--- src/simsample_pkg.sv ---
package simsample_pkg;
  // ==========================================================================
  // widths
  localparam int unsigned RESULT_W = 12;           // result word, msb is bit 11
  localparam int unsigned CHAN_N = 4;              // channels per cycle
  localparam int unsigned CHAN_W = 2;              // channel index width
  // ==========================================================================
  // conversion timing
  localparam int unsigned CONV_EDGES = 78;         // conversion clock edges, nominal
  localparam int unsigned EDGES_PER_CHAN = 19;     // edges spent on each channel
  localparam int unsigned EDGE_W = 7;              // edge counter width
  localparam real EXT_CLK_MHZ = 2.5;               // reference conversion clock rate
  localparam real SYS_CLK_MHZ = 100.0;             // CLK_SYS rate
  localparam real CONV_MAX_US = 32.5;              // trigger to done, longest
  // system cycles per conversion edge, rounded down so the edge rate never slows
  localparam int unsigned DIV_CYCLES = int'($floor(SYS_CLK_MHZ / EXT_CLK_MHZ));
  localparam int unsigned DIV_W = 6;               // divider counter width
  // longest conversion in system cycles, rounded down
  localparam int unsigned CONV_MAX_CYCLES = int'($floor(CONV_MAX_US * SYS_CLK_MHZ));
  // ==========================================================================
  // pin reset values
  localparam logic DONE_IDLE = 1'b1;               // done flag high when idle
  localparam logic [RESULT_W-1:0] RESULT_ZERO = 12'h000;
endpackage : simsample_pkg
--- src/result_buffer.sv ---
// ============================================================================
// two-entry buffer: accepts a word per cycle while not full, drains on ready
module result_buffer (
  // clock and reset
  input wire logic clk,
  input wire logic rstn,
  // filling side
  input wire logic in_valid,
  input wire logic [simsample_pkg::RESULT_W-1:0] in_data,
  output logic in_ready,
  // draining side
  output logic out_valid,
  input wire logic out_ready,
  output logic [simsample_pkg::RESULT_W-1:0] out_data,
  // flush resets both pointers and the count; stored words stay
  input wire logic flush
);
  logic [simsample_pkg::RESULT_W-1:0] mem [2]; // storage words
  logic [simsample_pkg::RESULT_W-1:0] next_mem [2];
  logic wr_ptr; // next slot to write
  logic next_wr_ptr;
  logic rd_ptr; // next slot to read
  logic next_rd_ptr;
  logic [1:0] count; // words held, 0..2
  logic [1:0] next_count;
  logic push;
  logic pop;

  assign in_ready = (count != 2'd2);
  assign out_valid = (count != 2'd0);
  assign out_data = mem[rd_ptr];
  assign push = in_valid && in_ready;
  assign pop = out_valid && out_ready;

  // ==========================================================================
  // next-state computation
  always_comb begin
    next_mem = mem;
    next_wr_ptr = wr_ptr;
    next_rd_ptr = rd_ptr;
    next_count = count;
    if (flush) begin
      // new conversion discards stale words
      next_wr_ptr = 1'b0;
      next_rd_ptr = 1'b0;
      next_count = 2'd0;
    end else begin
      if (push) begin
        next_mem[wr_ptr] = in_data;
        next_wr_ptr = ~wr_ptr;
      end
      if (pop) begin
        next_rd_ptr = ~rd_ptr;
      end
      case ({push, pop})
        2'b10: next_count = count + 2'd1;
        2'b01: next_count = count - 2'd1;
        default: next_count = count;
      endcase
    end
  end

  // ==========================================================================
  // registers
  always_ff @(posedge clk) begin
    if (!rstn) begin
      mem[0] <= simsample_pkg::RESULT_ZERO;
      mem[1] <= simsample_pkg::RESULT_ZERO;
      wr_ptr <= 1'b0;
      rd_ptr <= 1'b0;
      count <= 2'd0;
    end else begin
      mem <= next_mem;
      wr_ptr <= next_wr_ptr;
      rd_ptr <= next_rd_ptr;
      count <= next_count;
    end
  end
endmodule : result_buffer

--- src/simsample_adc_ctrl.sv ---
// Notes on behaviour
// - done falling returns all holds to track
// - trigger rising edge: hold, start conversion
// - convert channels one through four in order
// - trigger synchronised, independent of select and read
// - active-low done flag shows converter status
// - data driven only while read and select low
// - four reads return channels 1,2,3,4
// - selected only while chip select low
// - external clock, or internal oscillator when tied
// - two's complement, three-state, bit 11 msb; RESULT_OUT is never floated here, RESULT_OE_N low marks when it is valid
// - bit 0 lsb, twelve-bit word
// - store all results; done after fourth
// - sequence takes 78 or 79 edges
// - trigger to done within 32.5 us
// - no direct channel addressing, sequential only
module simsample_adc_ctrl (
  // system clock and reset
  input wire logic CLK_SYS,
  input wire logic RSTN,
  // conversion clock select: external clock pin, and tie-off strap for oscillator
  input wire logic CONV_CLK,
  input wire logic CONV_CLK_TIED,
  // conversion trigger, asynchronous
  input wire logic CONVERSION_TRIGGER,
  // host strobes, active low
  input wire logic CS_N,
  input wire logic RD_N,
  // converter results per channel, two's complement
  input wire logic [simsample_pkg::RESULT_W*simsample_pkg::CHAN_N-1:0] SAMPLE_CODES,
  // track/hold control, one bit per channel, high means hold
  output logic [simsample_pkg::CHAN_N-1:0] HOLD,
  // channel currently converted, one-hot
  output logic [simsample_pkg::CHAN_N-1:0] CONVERTING,
  // done flag, active low
  output logic DONE_N,
  // result bus: data out and enable, enable low while driving
  output logic [simsample_pkg::RESULT_W-1:0] RESULT_OUT,
  output logic RESULT_OE_N
);
  // ==========================================================================
  // sequencer states
  typedef enum logic [2:0] {
    ST_IDLE = 3'b001, // tracking, waiting for trigger
    ST_CONV = 3'b010, // converting held channels
    ST_DONE = 3'b100  // results ready
  } seq_state_e;

  seq_state_e state; // sequencer state
  seq_state_e next_state;
  logic trig_s1; // first sync stage, read only by trig_s2
  logic trig_s2; // second sync stage
  logic trig_s3; // delayed copy for edge detection
  logic clk_s1; // external conversion clock sync
  logic clk_s2;
  logic clk_s3;
  logic [simsample_pkg::DIV_W-1:0] div_cnt; // internal oscillator divider
  logic [simsample_pkg::DIV_W-1:0] next_div_cnt;
  logic [simsample_pkg::EDGE_W-1:0] edge_cnt; // conversion edges seen
  logic [simsample_pkg::EDGE_W-1:0] next_edge_cnt;
  logic [simsample_pkg::CHAN_W-1:0] conv_chan; // channel being converted
  logic [simsample_pkg::CHAN_W-1:0] next_conv_chan;
  logic [simsample_pkg::CHAN_W-1:0] read_chan; // next channel pushed to buffer
  logic [simsample_pkg::CHAN_W-1:0] next_read_chan;
  logic feed_active; // results still to be queued
  logic next_feed_active;
  logic [simsample_pkg::RESULT_W-1:0] store [simsample_pkg::CHAN_N]; // held results
  logic [simsample_pkg::RESULT_W-1:0] next_store [simsample_pkg::CHAN_N];
  logic [simsample_pkg::CHAN_N-1:0] next_hold;
  logic [simsample_pkg::CHAN_N-1:0] next_converting;
  logic next_done_n;
  logic [simsample_pkg::RESULT_W-1:0] next_result_out;
  logic next_result_oe_n;
  logic rd_prev; // selected and reading last cycle
  logic trig_rise; // synchronised trigger edge
  logic conv_tick; // one conversion clock edge
  logic read_active; // selected and reading
  logic read_start; // first cycle of a read
  logic read_end; // select or read strobe released
  logic buf_in_valid;
  logic buf_in_ready;
  logic buf_out_valid;
  logic [simsample_pkg::RESULT_W-1:0] buf_out_data;

  // one-hot channel decode, used for the converting indicator only; holds are all set together
  function automatic logic [simsample_pkg::CHAN_N-1:0] chan_onehot(
    input logic [simsample_pkg::CHAN_W-1:0] idx);
    chan_onehot = 4'h1 << idx;
  endfunction : chan_onehot

  assign trig_rise = trig_s2 && !trig_s3;
  assign read_active = !CS_N && !RD_N;
  assign read_start = read_active && !rd_prev;
  assign read_end = !read_active && rd_prev;
  // tied pin picks the divided system clock as oscillator
  assign conv_tick = CONV_CLK_TIED ? (div_cnt == '0) : (clk_s2 && !clk_s3);
  assign buf_in_valid = feed_active;

  // ==========================================================================
  // result queue toward the bus; read pops only when a word ends
  result_buffer u_buf (
    .clk(CLK_SYS),
    .rstn(RSTN),
    .in_valid(buf_in_valid),
    .in_data(store[read_chan]),
    .in_ready(buf_in_ready),
    .out_valid(buf_out_valid),
    .out_ready(read_end),
    .out_data(buf_out_data),
    .flush(trig_rise)
  );

  // ==========================================================================
  // sequencer next-state logic
  always_comb begin
    next_state = state;
    next_div_cnt = (div_cnt == 6'(simsample_pkg::DIV_CYCLES - 1)) ? '0 : div_cnt + 6'd1;
    next_edge_cnt = edge_cnt;
    next_conv_chan = conv_chan;
    next_read_chan = read_chan;
    next_feed_active = feed_active;
    next_store = store;
    next_hold = HOLD;
    next_converting = '0;
    next_done_n = DONE_N;
    next_result_out = RESULT_OUT;
    next_result_oe_n = !read_active;
    if (read_start && buf_out_valid) begin
      next_result_out = buf_out_data;
    end
    if (read_start && !DONE_N) begin
      next_done_n = 1'b1;
    end
    // queue stored results in channel order
    if (feed_active && buf_in_ready) begin
      next_read_chan = read_chan + 2'd1;
      if (read_chan == 2'(simsample_pkg::CHAN_N - 1)) begin
        next_feed_active = 1'b0;
      end
    end
    case (state)
      ST_IDLE: begin
        // edge acts whatever the select and read strobes do
        if (trig_rise) begin
          next_state = ST_CONV;
          next_hold = '1;
          next_edge_cnt = '0;
          next_conv_chan = '0;
          next_read_chan = '0;
          next_feed_active = 1'b0;
          next_done_n = 1'b1;
        end
      end
      ST_CONV: begin
        next_converting = chan_onehot(conv_chan);
        if (conv_tick) begin
          next_edge_cnt = edge_cnt + 7'd1;
          if (edge_cnt == 7'(simsample_pkg::EDGES_PER_CHAN * (32'(conv_chan) + 1) - 1)) begin
            next_store[conv_chan] = SAMPLE_CODES[conv_chan*simsample_pkg::RESULT_W +:
              simsample_pkg::RESULT_W];
            // stay on the last channel so the indicator never wraps back to channel one
            if (conv_chan != 2'(simsample_pkg::CHAN_N - 1)) begin
              next_conv_chan = conv_chan + 2'd1;
            end
          end
          // final edge of the sequence; trigger sync adds the 79th
          if (edge_cnt == 7'(simsample_pkg::CONV_EDGES - 1)) begin
            next_state = ST_DONE;
            next_done_n = 1'b0;
            next_hold = '0;
            // indicator is clear outside conversion, from the same edge as done
            next_converting = '0;
            next_read_chan = '0;
            next_feed_active = 1'b1;
          end
        end
      end
      ST_DONE: begin
        if (trig_rise) begin
          next_state = ST_CONV;
          next_hold = '1;
          next_edge_cnt = '0;
          next_conv_chan = '0;
          next_read_chan = '0;
          next_feed_active = 1'b0;
          next_done_n = 1'b1;
        end
      end
      default: begin
        next_state = ST_IDLE;
        next_hold = '0;
      end
    endcase
  end

  // ==========================================================================
  // registers; synchronisers sit here too
  always_ff @(posedge CLK_SYS) begin
    if (!RSTN) begin
      state <= ST_IDLE;
      trig_s1 <= 1'b0;
      trig_s2 <= 1'b0;
      trig_s3 <= 1'b0;
      clk_s1 <= 1'b0;
      clk_s2 <= 1'b0;
      clk_s3 <= 1'b0;
      div_cnt <= '0;
      edge_cnt <= '0;
      conv_chan <= '0;
      read_chan <= '0;
      feed_active <= 1'b0;
      for (int i = 0; i < simsample_pkg::CHAN_N; i++) begin
        store[i] <= simsample_pkg::RESULT_ZERO;
      end
      HOLD <= '0;
      CONVERTING <= '0;
      DONE_N <= simsample_pkg::DONE_IDLE;
      RESULT_OUT <= simsample_pkg::RESULT_ZERO;
      RESULT_OE_N <= 1'b1;
      rd_prev <= 1'b0;
    end else begin
      state <= next_state;
      trig_s1 <= CONVERSION_TRIGGER;
      trig_s2 <= trig_s1;
      trig_s3 <= trig_s2;
      clk_s1 <= CONV_CLK;
      clk_s2 <= clk_s1;
      clk_s3 <= clk_s2;
      div_cnt <= next_div_cnt;
      edge_cnt <= next_edge_cnt;
      conv_chan <= next_conv_chan;
      read_chan <= next_read_chan;
      feed_active <= next_feed_active;
      store <= next_store;
      HOLD <= next_hold;
      CONVERTING <= next_converting;
      DONE_N <= next_done_n;
      RESULT_OUT <= next_result_out;
      RESULT_OE_N <= next_result_oe_n;
      rd_prev <= read_active;
    end
  end
endmodule : simsample_adc_ctrl

--- config.mk ---
export PLATFORM = sky130hd
export DESIGN_NAME = simsample_adc_ctrl
export DESIGN_NICKNAME = d
export VERILOG_FILES = /design/src/simsample_pkg.sv /design/src/result_buffer.sv /design/src/simsample_adc_ctrl.sv
export SDC_FILE = /design/constraint.sdc
export NUM_CORES = 1
export LEC_CHECK = 0
export BUFFER_PORTS_ARGS = -buffer_cell sky130_fd_sc_hd__buf_2
export CAP_MARGIN = 40
export CORE_ASPECT_RATIO = 0.5
export CORE_MARGIN = 2
export CORE_UTILIZATION = 45
export DETAILED_ROUTE_END_ITERATION = 7
export SYNTH_ARGS = -nofsm -noshare
export SYNTH_HDL_FRONTEND = slang
export SYNTH_SLANG_ARGS = --single-unit
--- constraint.sdc ---
create_clock -name CLK_SYS -period 7.5 [get_ports CLK_SYS]
set_input_delay 0.75 -clock CLK_SYS [delete_from_list [all_inputs] [get_ports CLK_SYS]]
set_output_delay 0.75 -clock CLK_SYS [all_outputs]
set_load 0.02 [all_outputs]
==> results.py, run 1 <==
metrics = {
    "power": {
        "irDropWorstVdd_mv": 0.130,
        "powerDensity_nw_per_um2": 240,
        "p_leak_nw": 3.06,
    },
    "logic_synthesis": {
        "synth_nets": 594,
        "synth_common_cells": "dfxtp_1, mux2i_1, nand2_1, nor2b_1",
        "synth.area.top_cells": "dfxtp_1, mux2i_1, mux4_2, nand2_1, nor2b_1",
        "syn_area_um2": 5570,
        "synth_cells": 527,
        "synth.most_common_cell": "dfxtp_1",
        "synth_top_area_share_pct": 44.2,
        "yosysTopAreaCell": "dfxtp_1",
        "ys_seq_elements": 123,
        "synth_edf_count": 0,
        "async_flop_share_pct": 0,
        "ys.flop_type": "dfxtp_1",
        "avgSynthCellArea_um2": 10.6,
        "yosys_warnings": 0,
        "seq_area_frac_synth_pct": 44.2,
        "netlist-cell-type-count": 41,
    },
    "worst_hold_path": {
        "holdPathEnd": "clk_s2$_SDFF_PN0_",
        "worstHoldPathType": "reg2reg",
        "hold_depth": 1,
        "worstHoldStart": "clk_s1$_SDFF_PN0_",
    },
    "floorplan": {
        "die-area_um2": 13300,
        "rows": 28,
        "fp.dieH_um": 82.7,
        "initial_utilization_pct": 46.6,
        "ios": 77,
        "die_w_um": 161,
        "core_um2": 11900,
    },
    "worst_setup_path": {
        "crit_start": "conv_chan[1]$_SDFFE_PN0P_",
        "crit_fanout": 18,
        "crit_path_start_kind": "register",
        "critPathKind": "reg2reg",
        "crit_required_ns": 7.77,
        "reg2reg_from": "conv_chan[1]$_SDFFE_PN0P_",
        "r2r_slack_ns": 4.42,
        "cp.arrival_ns": 3.35,
        "end_kind": "register",
        "reg2reg_depth": 7,
        "r2r-end": "store[8]$_SDFFE_PN0P_",
    },
    "global_route": {
        "grt_pass1_vias": 3821,
        "top_usage_layer": "met2",
        "grt_pass1_wl_mm": 18.9,
        "grt_max_degree": 82,
        "grt_util_met2_pct": 29.0,
        "met1_usage_pct": 24.3,
        "gr-total-overflow": 0,
        "grt_antenna_before_repair": 0,
        "grt_use_met3_pct": 5.49,
        "grt_use_total_pct": 18.4,
    },
    "layout": {
        "ff_latch_area_um2": 2460,
        "n_antenna_cell": 0,
        "layout.nets": 660,
        "drive_gt1_share_pct": 23.1,
        "nFillCells": 1075,
        "multi_input_area_um2": 2910,
        "area_delta_synth_final_pct": 19.8,
    },
    "clocking": {
        "insertion_delay_ns": 0.41,
        "cts-root-buf": "clkbuf_16",
        "numCtsBuffers": 17,
        "htree_levels": 4,
        "postCtsSetupRepairBufs": 0,
        "ctsLongestPathBuffers": 2,
        "clkTransAtPathRegs_ns": 0.06,
        "clock-sinks": 123,
        "cts_tree": "done",
        "ctsResizeCount": 0,
        "postCtsHoldBufs": 0,
    },
    "run_status": {
        "status": "finished, final reports clean",
    },
    "sta": {
        "final-max-slew-violation-count": 0,
        "whs_ns": 0.433,
        "tightest_slew_ns": 0.861,
        "setup_viol": 0,
        "fmax_mhz": 325,
        "rsz0062_at_grt": "false",
        "max_slew_margin_pct": 42.5,
        "fin_crit_sh_pct": 41.1,
        "tns_ns": 0,
        "hold_violations": 0,
        "clock_skew_ns": 0.0104,
        "period_needed_ns": 3.08,
    },
    "drt": {
        "vias": 3907,
        "drc": 0,
        "via_per_inst": 5.07,
        "drt_wl_total_mm": 11.3,
        "postRouteAntennaNets": 0,
        "wl_per_cell_um": 14.6,
        "drt_iter0_markers": 126,
        "dr.pass1.iters": 5,
    },
    "placed_design": {
        "dp_hpwl_mm": 7.53,
        "port_buffers": 76,
        "gp_congestion": 0.741,
    },
    "flow_run": {
        "maxCapViolations": 0,
    },
}
per-stage QoR:
step	setup slack [ns]	power [mW]	cells	cell area (µm²)	utilization [%]
after floorplan	5.01	0.708	527	5570	-
after global placement	4.19	0.729	737	6000	50.2
after detailed placement	4.45	0.729	739	6040	50.6
after CTS	4.42	1.61	770	6670	55.8
after global routing	4.17	1.65	770	6670	55.8
final	4.42	1.60	770	6670	55.8
critical path, stage by stage, from the launching register on:
cell and delay (ns):
dfxtp_1 0.88, inv_1 0.15, ha_1 0.36, o21ai_0 0.19
o211ai_1 0.18, nor4_4 0.38, nand2_1 0.55, mux2i_1 0.26
cell families after synthesis:
| family | Yosys count | share of synthesized area (%) |
|---|---|---|
| AOI/OAI and AO/OA | 37 | 5.12 |
| buffers and inverters | 39 | 3.57 |
| and+or+nand+nor | 187 | 16.2 |
| muxes | 110 | 25.2 |
| adders and majority gates | 12 | 2.70 |
| DFF | 123 | 44.2 |
| xor gates and xnor gates | 19 | 2.99 |
state kept, by name (all words and copies together), names as in the netlist, 2 cells and up:
signal	cells
div_cnt	6
u_buf.mem	24
read_chan	2
store	48
conv_chan	2
CONVERTING	4
RESULT_OUT	12
state	3
edge_cnt	7
u_buf.count	2
area by class of cell:
class / instances / area share, %
well taps: 165 / 3.10
multi-input cells: 365 / 43.7
inverters: 6 / 0.338
clock buffers: 18 / 6.43
clock inverters: 13 / 3.00
flip-flops and latches: 123 / 36.9
repair buffers: 80 / 6.55
worst max path at each step:
stage,endpoint,slack [ns],cells after the start
finish,store[8]$_SDFFE_PN0P_,4.42,7
global route,store[8]$_SDFFE_PN0P_,4.17,7
floorplan,store[10]$_SDFFE_PN0P_,5.01,10
detailed placement,store[8]$_SDFFE_PN0P_,4.45,7
global placement,store[8]$_SDFFE_PN0P_,4.19,7
CTS,store[8]$_SDFFE_PN0P_,4.42,7
layout by cell type, fill, tap and decap left out, types with 12 or more instances in the layout:
cell type,netlist,final
dfxtp_1,123,123
nand2_1,86,86
mux2i_1,86,86
buf_2,3,75
nor2b_1,25,25
nor2_1,24,24
mux4_2,24,24
clkbuf_16,0,17
xnor2_1,12,12
o211a_1,12,12
ha_1,12,12
per-layer routing:
| layer | vias to the layer above | share of wire [%] |
|---|---|---|
| met4 | 0 | 1.2 |
| met3 | 10 | 3.1 |
| met1 | 1871 | 52 |
| met5 | - | 0 |
| met2 | 49 | 44 |
| li1 | 1977 | - |
power by group:
part / total, mW / switching (mW) / internal [mW] / leakage (nW)
sequential: 0.660 / 0.00293 / 0.657 / 0.993
clock: 0.883 / 0.298 / 0.585 / 0.309
combinational: 0.0547 / 0.0293 / 0.0254 / 1.76
Power figures use the tool's default switching activity.
==> inputs of run 2 (changes only) <==
- PLACE_DENSITY: not set -> 0.67
- clock period: 7.5 -> 2.6 ns (I/O delays scaled with it)
==> run 2 against run 1 <==
Against the previous run: design area increased by 0.26%; largest power group unchanged; combinational power grew to 2.9 times the previous value; critical path type unchanged; critical endpoint is now store[5]$_SDFFE_PN0P_; power increased to 2.7 times the previous value; first-iteration DRC count is 56% higher.
==> results.py, run 2 (same netlist as run 1, synthesis figures left out) <==
metrics = {
    "floorplan": {
        "core_um2": 11900,
        "die_w_um": 161,
        "die-area_um2": 13300,
        "initial_utilization_pct": 46.6,
        "fp.dieH_um": 82.7,
        "rows": 28,
        "ios": 77,
    },
    "sta": {
        "setup_viol": 0,
        "fmax_mhz": 442,
        "hold_violations": 0,
        "max_slew_margin_pct": 47.1,
        "clock_skew_ns": 0.0105,
        "tns_ns": 0,
        "final-max-slew-violation-count": 0,
        "period_needed_ns": 2.26,
        "whs_ns": 0.0579,
        "rsz0062_at_grt": "false",
        "fin_crit_sh_pct": 87.0,
        "tightest_slew_ns": 0.793,
    },
    "clocking": {
        "ctsResizeCount": 0,
        "clkTransAtPathRegs_ns": 0.06,
        "numCtsBuffers": 17,
        "postCtsHoldBufs": 0,
        "insertion_delay_ns": 0.41,
        "cts_tree": "done",
        "ctsLongestPathBuffers": 2,
        "cts-root-buf": "clkbuf_16",
        "postCtsSetupRepairBufs": 0,
        "htree_levels": 4,
        "clock-sinks": 123,
    },
    "layout": {
        "largest-register": "store",
        "layout.nets": 672,
        "largest_reg_flops": 48,
        "drive_gt1_share_pct": 24.9,
        "layout_common_cells": "dfxtp_1, nand2_1, mux2i_1",
        "nFillCells": 1042,
        "area_delta_synth_final_pct": 20.1,
        "n_antenna_cell": 0,
        "fin_util_pct": 56.0,
        "biggestRegsByFlops": "store x48, u_buf.mem x24, RESULT_OUT x12",
        "final_common_cell": "dfxtp_1",
        "multi_input_area_um2": 2910,
        "ff_latch_area_um2": 2460,
    },
    "drt": {
        "drt_iter0_markers": 197,
        "via_per_inst": 5.11,
        "drt_wl_total_mm": 11.4,
        "dr.pass1.iters": 4,
        "wl_per_cell_um": 14.5,
        "postRouteAntennaNets": 0,
        "drc": 0,
        "vias": 4001,
    },
    "placed_design": {
        "gp_congestion": 0.824,
        "dp_hpwl_mm": 7.93,
        "port_buffers": 76,
    },
    "worst_setup_path": {
        "cp.arrival_ns": 2.55,
        "crit_required_ns": 2.88,
        "end_kind": "register",
        "r2r-end": "store[5]$_SDFFE_PN0P_",
        "crit_path_start_kind": "register",
        "critPathKind": "reg2reg",
        "crit_fanout": 12,
        "reg2reg_from": "conv_chan[0]$_SDFFE_PN0P_",
        "cp-endpoint": "store[5]$_SDFFE_PN0P_",
        "r2r_slack_ns": 0.34,
        "crit_start": "conv_chan[0]$_SDFFE_PN0P_",
        "reg2reg_depth": 8,
    },
    "global_route": {
        "grt_pass1_vias": 3957,
        "grt_use_total_pct": 18.7,
        "gr-total-overflow": 0,
        "grt_max_degree": 52,
        "grt_pass1_wl_mm": 19.5,
        "grt_antenna_before_repair": 0,
    },
    "flow_run": {
        "maxCapViolations": 0,
    },
    "power": {
        "switching_share_pct": 23.0,
        "seq_power_share_pct": 44.4,
        "p_int_mw": 3.30,
        "pwr-share-clk_pct": 51.8,
        "powerDensity_nw_per_um2": 641,
        "power.switching_uw": 988,
        "pwr-share-comb_pct": 3.8,
        "p_leak_nw": 3.08,
        "irDropWorstVdd_mv": 0.398,
    },
    "worst_hold_path": {
        "worstHoldStart": "CONVERSION_TRIGGER",
        "worstHoldPathType": "in2reg",
    },
    "run_status": {
        "status": "finished, final reports clean",
    },
}
==> run 2: cell types whose count changed in the layout (fill, tap and decap cells not counted), sizes merged <==
cell / change
inv: +3
clkinv: +2
buf: +12
clkinvlp: +1
clkbuf: -1
bufinv: -4
==> run 2: cell type report <==
cell class	instances	area share, %
clock buffer	17	6.36
sequential	123	36.8
timing repair buffer	92	7.71
multi-input combinational	365	43.6
clock inverter	15	2.13
inverter	6	0.337
tap	165	3.09
==> run 2: how the worst min path moves through the flow <==
stage,depth (start not counted),end
3_3_place_gp,1,trig_s2$_SDFF_PN0_
5_1_grt,2,clk_s1$_SDFF_PN0_
3_5_place_dp,1,trig_s2$_SDFF_PN0_
6_report,2,trig_s1$_SDFF_PN0_
2_1_floorplan,1,clk_s1$_SDFF_PN0_
4_1_cts,2,trig_s1$_SDFF_PN0_
==> run 2: power by group through the flow <==
stage                     sequential (mW)  combinational (mW)  clock [mW]
after CTS                            1.90               0.164        2.26
after global placement               1.95               0.162           0
after detailed placement             1.95               0.163           0
after floorplan                      1.94              0.0965           0
final                                1.90               0.161        2.22
after global routing                 1.91               0.180        2.37
==> run 2: worst max-delay path, cell delays in order, from the launching register on <==
cell and delay [ns]:
dfxtp_1 0.45, inv_1 0.13, ha_1 0.35, o21ai_0 0.17, o211ai_1 0.17, nor4_4 0.38
nand2_1 0.11, buf_4 0.22, mux2i_1 0.15
==> run 2: layer usage <==
metal  global-route usage, %  routed length, µm
met1                    24.0               5690
met2                    31.0               5170
met3                    5.64                400
met4                    5.54                 93
met5                       0                  0
==> run 2: stage by stage <==
stage | std cells | setup WS [ns] | instance area (µm²) | total power, mW
6_report | 783 | 0.339 | 6690 | 4.29
5_1_grt | 783 | 0.121 | 6690 | 4.45
4_1_cts | 783 | 0.324 | 6690 | 4.33
3_5_place_dp | 751 | 0.367 | 6120 | 2.11
3_3_place_gp | 751 | 0.486 | 6120 | 2.11
2_1_floorplan | 527 | 0.107 | 5570 | 2.04
==> inputs of run 3 (changes only) <==
- BUFFER_PORTS_ARGS: -buffer_cell sky130_fd_sc_hd__buf_2 -> -buffer_cell sky130_fd_sc_hd__buf_4
==> run 3 against run 2 <==
Against the previous run: via count increased by 0.42%; final cell count unchanged; non-clock buffer count is the same; register-to-register slack lost 0.07 ns; sequential share of layout area is 1.2 points lower; clock-buffer cell count did not move; utilization increased by 1.8 points; wire length barely moved; first-iteration DRC count down 12%; combinational power rose by 14%; highest routed layer unchanged.
==> results.py, run 3 (same netlist as run 1, synthesis figures left out) <==
metrics = {
    "drt": {
        "drc": 0,
        "drt_iter0_markers": 173,
        "wl_per_cell_um": 14.5,
        "wl_met1_mm": 5.81,
        "top_layer_used": "met4",
        "drt_wl_total_mm": 11.4,
        "postRouteAntennaNets": 0,
        "via_per_inst": 5.13,
        "vias": 4018,
        "dr.pass1.iters": 4,
        "wl_met2_mm": 5.08,
        "dr_wl_met3_um": 346,
    },
    "worst_setup_path": {
        "r2r_slack_ns": 0.27,
        "reg2reg_from": "conv_chan[0]$_SDFFE_PN0P_",
        "max_stage_delay_ns": 0.47,
        "crit_path_cell_trace": "inv_1 -> ha_1 -> o21ai_0 -> o211ai_1 -> nor4_4 -> nand2_1 -> buf_4 -> mux2i_1",
        "r2r-end": "store[9]$_SDFFE_PN0P_",
        "crit_fanout": 12,
        "crit_required_ns": 2.89,
        "cp-endpoint": "store[9]$_SDFFE_PN0P_",
        "critPathSlowestCell": "dfxtp_1",
        "cp.arrival_ns": 2.62,
        "end_kind": "register",
        "crit_start": "conv_chan[0]$_SDFFE_PN0P_",
        "critPathKind": "reg2reg",
        "crit_path_start_kind": "register",
        "reg2reg_depth": 8,
    },
    "layout": {
        "largest_reg_flops": 48,
        "drive_gt1_share_pct": 24.9,
        "area_delta_synth_final_pct": 24.0,
        "fin_cells": 783,
        "layout.nets": 672,
        "largest-register": "store",
        "nFillCells": 1017,
        "multi_input_area_um2": 2910,
        "final_common_cell": "dfxtp_1",
        "n_antenna_cell": 0,
        "layout_common_cells": "dfxtp_1, buf_4, nand2_1, mux2i_1, nor2b_1",
        "ff_latch_area_um2": 2460,
        "biggestRegsByFlops": "store x48, u_buf.mem x24, RESULT_OUT x12",
    },
    "global_route": {
        "gr-total-overflow": 0,
        "grt_pass1_vias": 3842,
        "grt_antenna_before_repair": 0,
        "grt_use_total_pct": 18.3,
        "grt_pass1_wl_mm": 19.0,
        "grt_max_degree": 62,
    },
    "floorplan": {
        "core_um2": 11900,
        "initial_utilization_pct": 46.6,
        "rows": 28,
        "die_w_um": 161,
        "ios": 77,
        "fp.dieH_um": 82.7,
        "die-area_um2": 13300,
    },
    "flow_run": {
        "maxCapViolations": 0,
    },
    "placed_design": {
        "port_buffers": 76,
        "gp_congestion": 0.782,
        "preCtsSetupSlack_ns": 0.311,
        "dp_hpwl_mm": 7.95,
        "dp.cells": 751,
    },
    "sta": {
        "fmax_mhz": 429,
        "hold_violations": 0,
        "final-max-slew-violation-count": 0,
        "setup_slack_ns": 0.269,
        "tns_ns": 0,
        "clock_skew_ns": 0.00920,
        "max_slew_margin_pct": 46.9,
        "fin_crit_sh_pct": 89.6,
        "whs_ns": 0.0586,
        "setup_viol": 0,
        "rsz0062_at_grt": "false",
        "tightest_slew_ns": 0.795,
        "period_needed_ns": 2.33,
    },
    "clocking": {
        "cts-root-buf": "clkbuf_16",
        "postCtsHoldBufs": 0,
        "clkTransAtPathRegs_ns": 0.06,
        "numCtsBuffers": 17,
        "ctsLongestPathBuffers": 2,
        "clock-sinks": 123,
        "ctsResizeCount": 0,
        "htree_levels": 4,
        "cts_tree": "done",
        "insertion_delay_ns": 0.41,
        "postCtsSetupRepairBufs": 0,
    },
    "power": {
        "irDropWorstVdd_mv": 0.444,
        "p_leak_nw": 3.14,
        "powerDensity_nw_per_um2": 655,
    },
    "run_status": {
        "status": "finished, final reports clean",
    },
    "worst_hold_path": {
        "worstHoldPathType": "in2reg",
    },
}
-- run 3: routing by layer --
metal	up-vias	GRT usage, %
met3	13	4.30
li1	2016	-
met4	0	6.16
met2	53	30.0
met5	-	0
met1	1936	24.2
-- run 3: how the worst min path moves through the flow --
stage / start / end / slack, ns / cells after the start
after global placement: trig_s1$_SDFF_PN0_ / trig_s2$_SDFF_PN0_ / 0.42 / 1
after detailed placement: trig_s1$_SDFF_PN0_ / trig_s2$_SDFF_PN0_ / 0.42 / 1
after CTS: CONVERSION_TRIGGER / trig_s1$_SDFF_PN0_ / 0.05 / 2
after global routing: CONVERSION_TRIGGER / trig_s1$_SDFF_PN0_ / 0.07 / 2
after floorplan: CONV_CLK / clk_s1$_SDFF_PN0_ / 0.39 / 1
final: CONVERSION_TRIGGER / trig_s1$_SDFF_PN0_ / 0.06 / 2
-- run 3: cell type report --
cell class / instances / area share [%]
multi-input cells: 365 / 42.2
repair buffers: 92 / 10.0
inverters: 6 / 0.326
clock buffers: 17 / 6.16
well taps: 165 / 2.99
clock inverters: 15 / 2.72
flip-flops and latches: 123 / 35.6
-- run 3: where the power goes --
group          internal, mW  switching, mW
registers              1.90        0.00903
clock network          1.52          0.913
logic                0.0996         0.0847
total                  3.52           1.01
-- run 3: stage by stage --
| step | instance area [µm²] | total power [mW] | utilization, % |
|---|---|---|---|
| after floorplan | 5570 | 2.04 | - |
| after global placement | 6290 | 2.13 | 52.7 |
| after detailed placement | 6290 | 2.13 | 52.7 |
| after CTS | 6910 | 4.56 | 57.8 |
| after global routing | 6910 | 4.67 | 57.8 |
| final | 6910 | 4.53 | 57.8 |
-- run 3: worst max-delay path: cells and delay by family, from the launching register on --
family          cells  cell delay (ns)
mux                 1             0.14
flops               1             0.47
fa+ha+maj           1             0.36
compound gates      2             0.38
simple gates        2             0.50
buf+inv             2             0.36
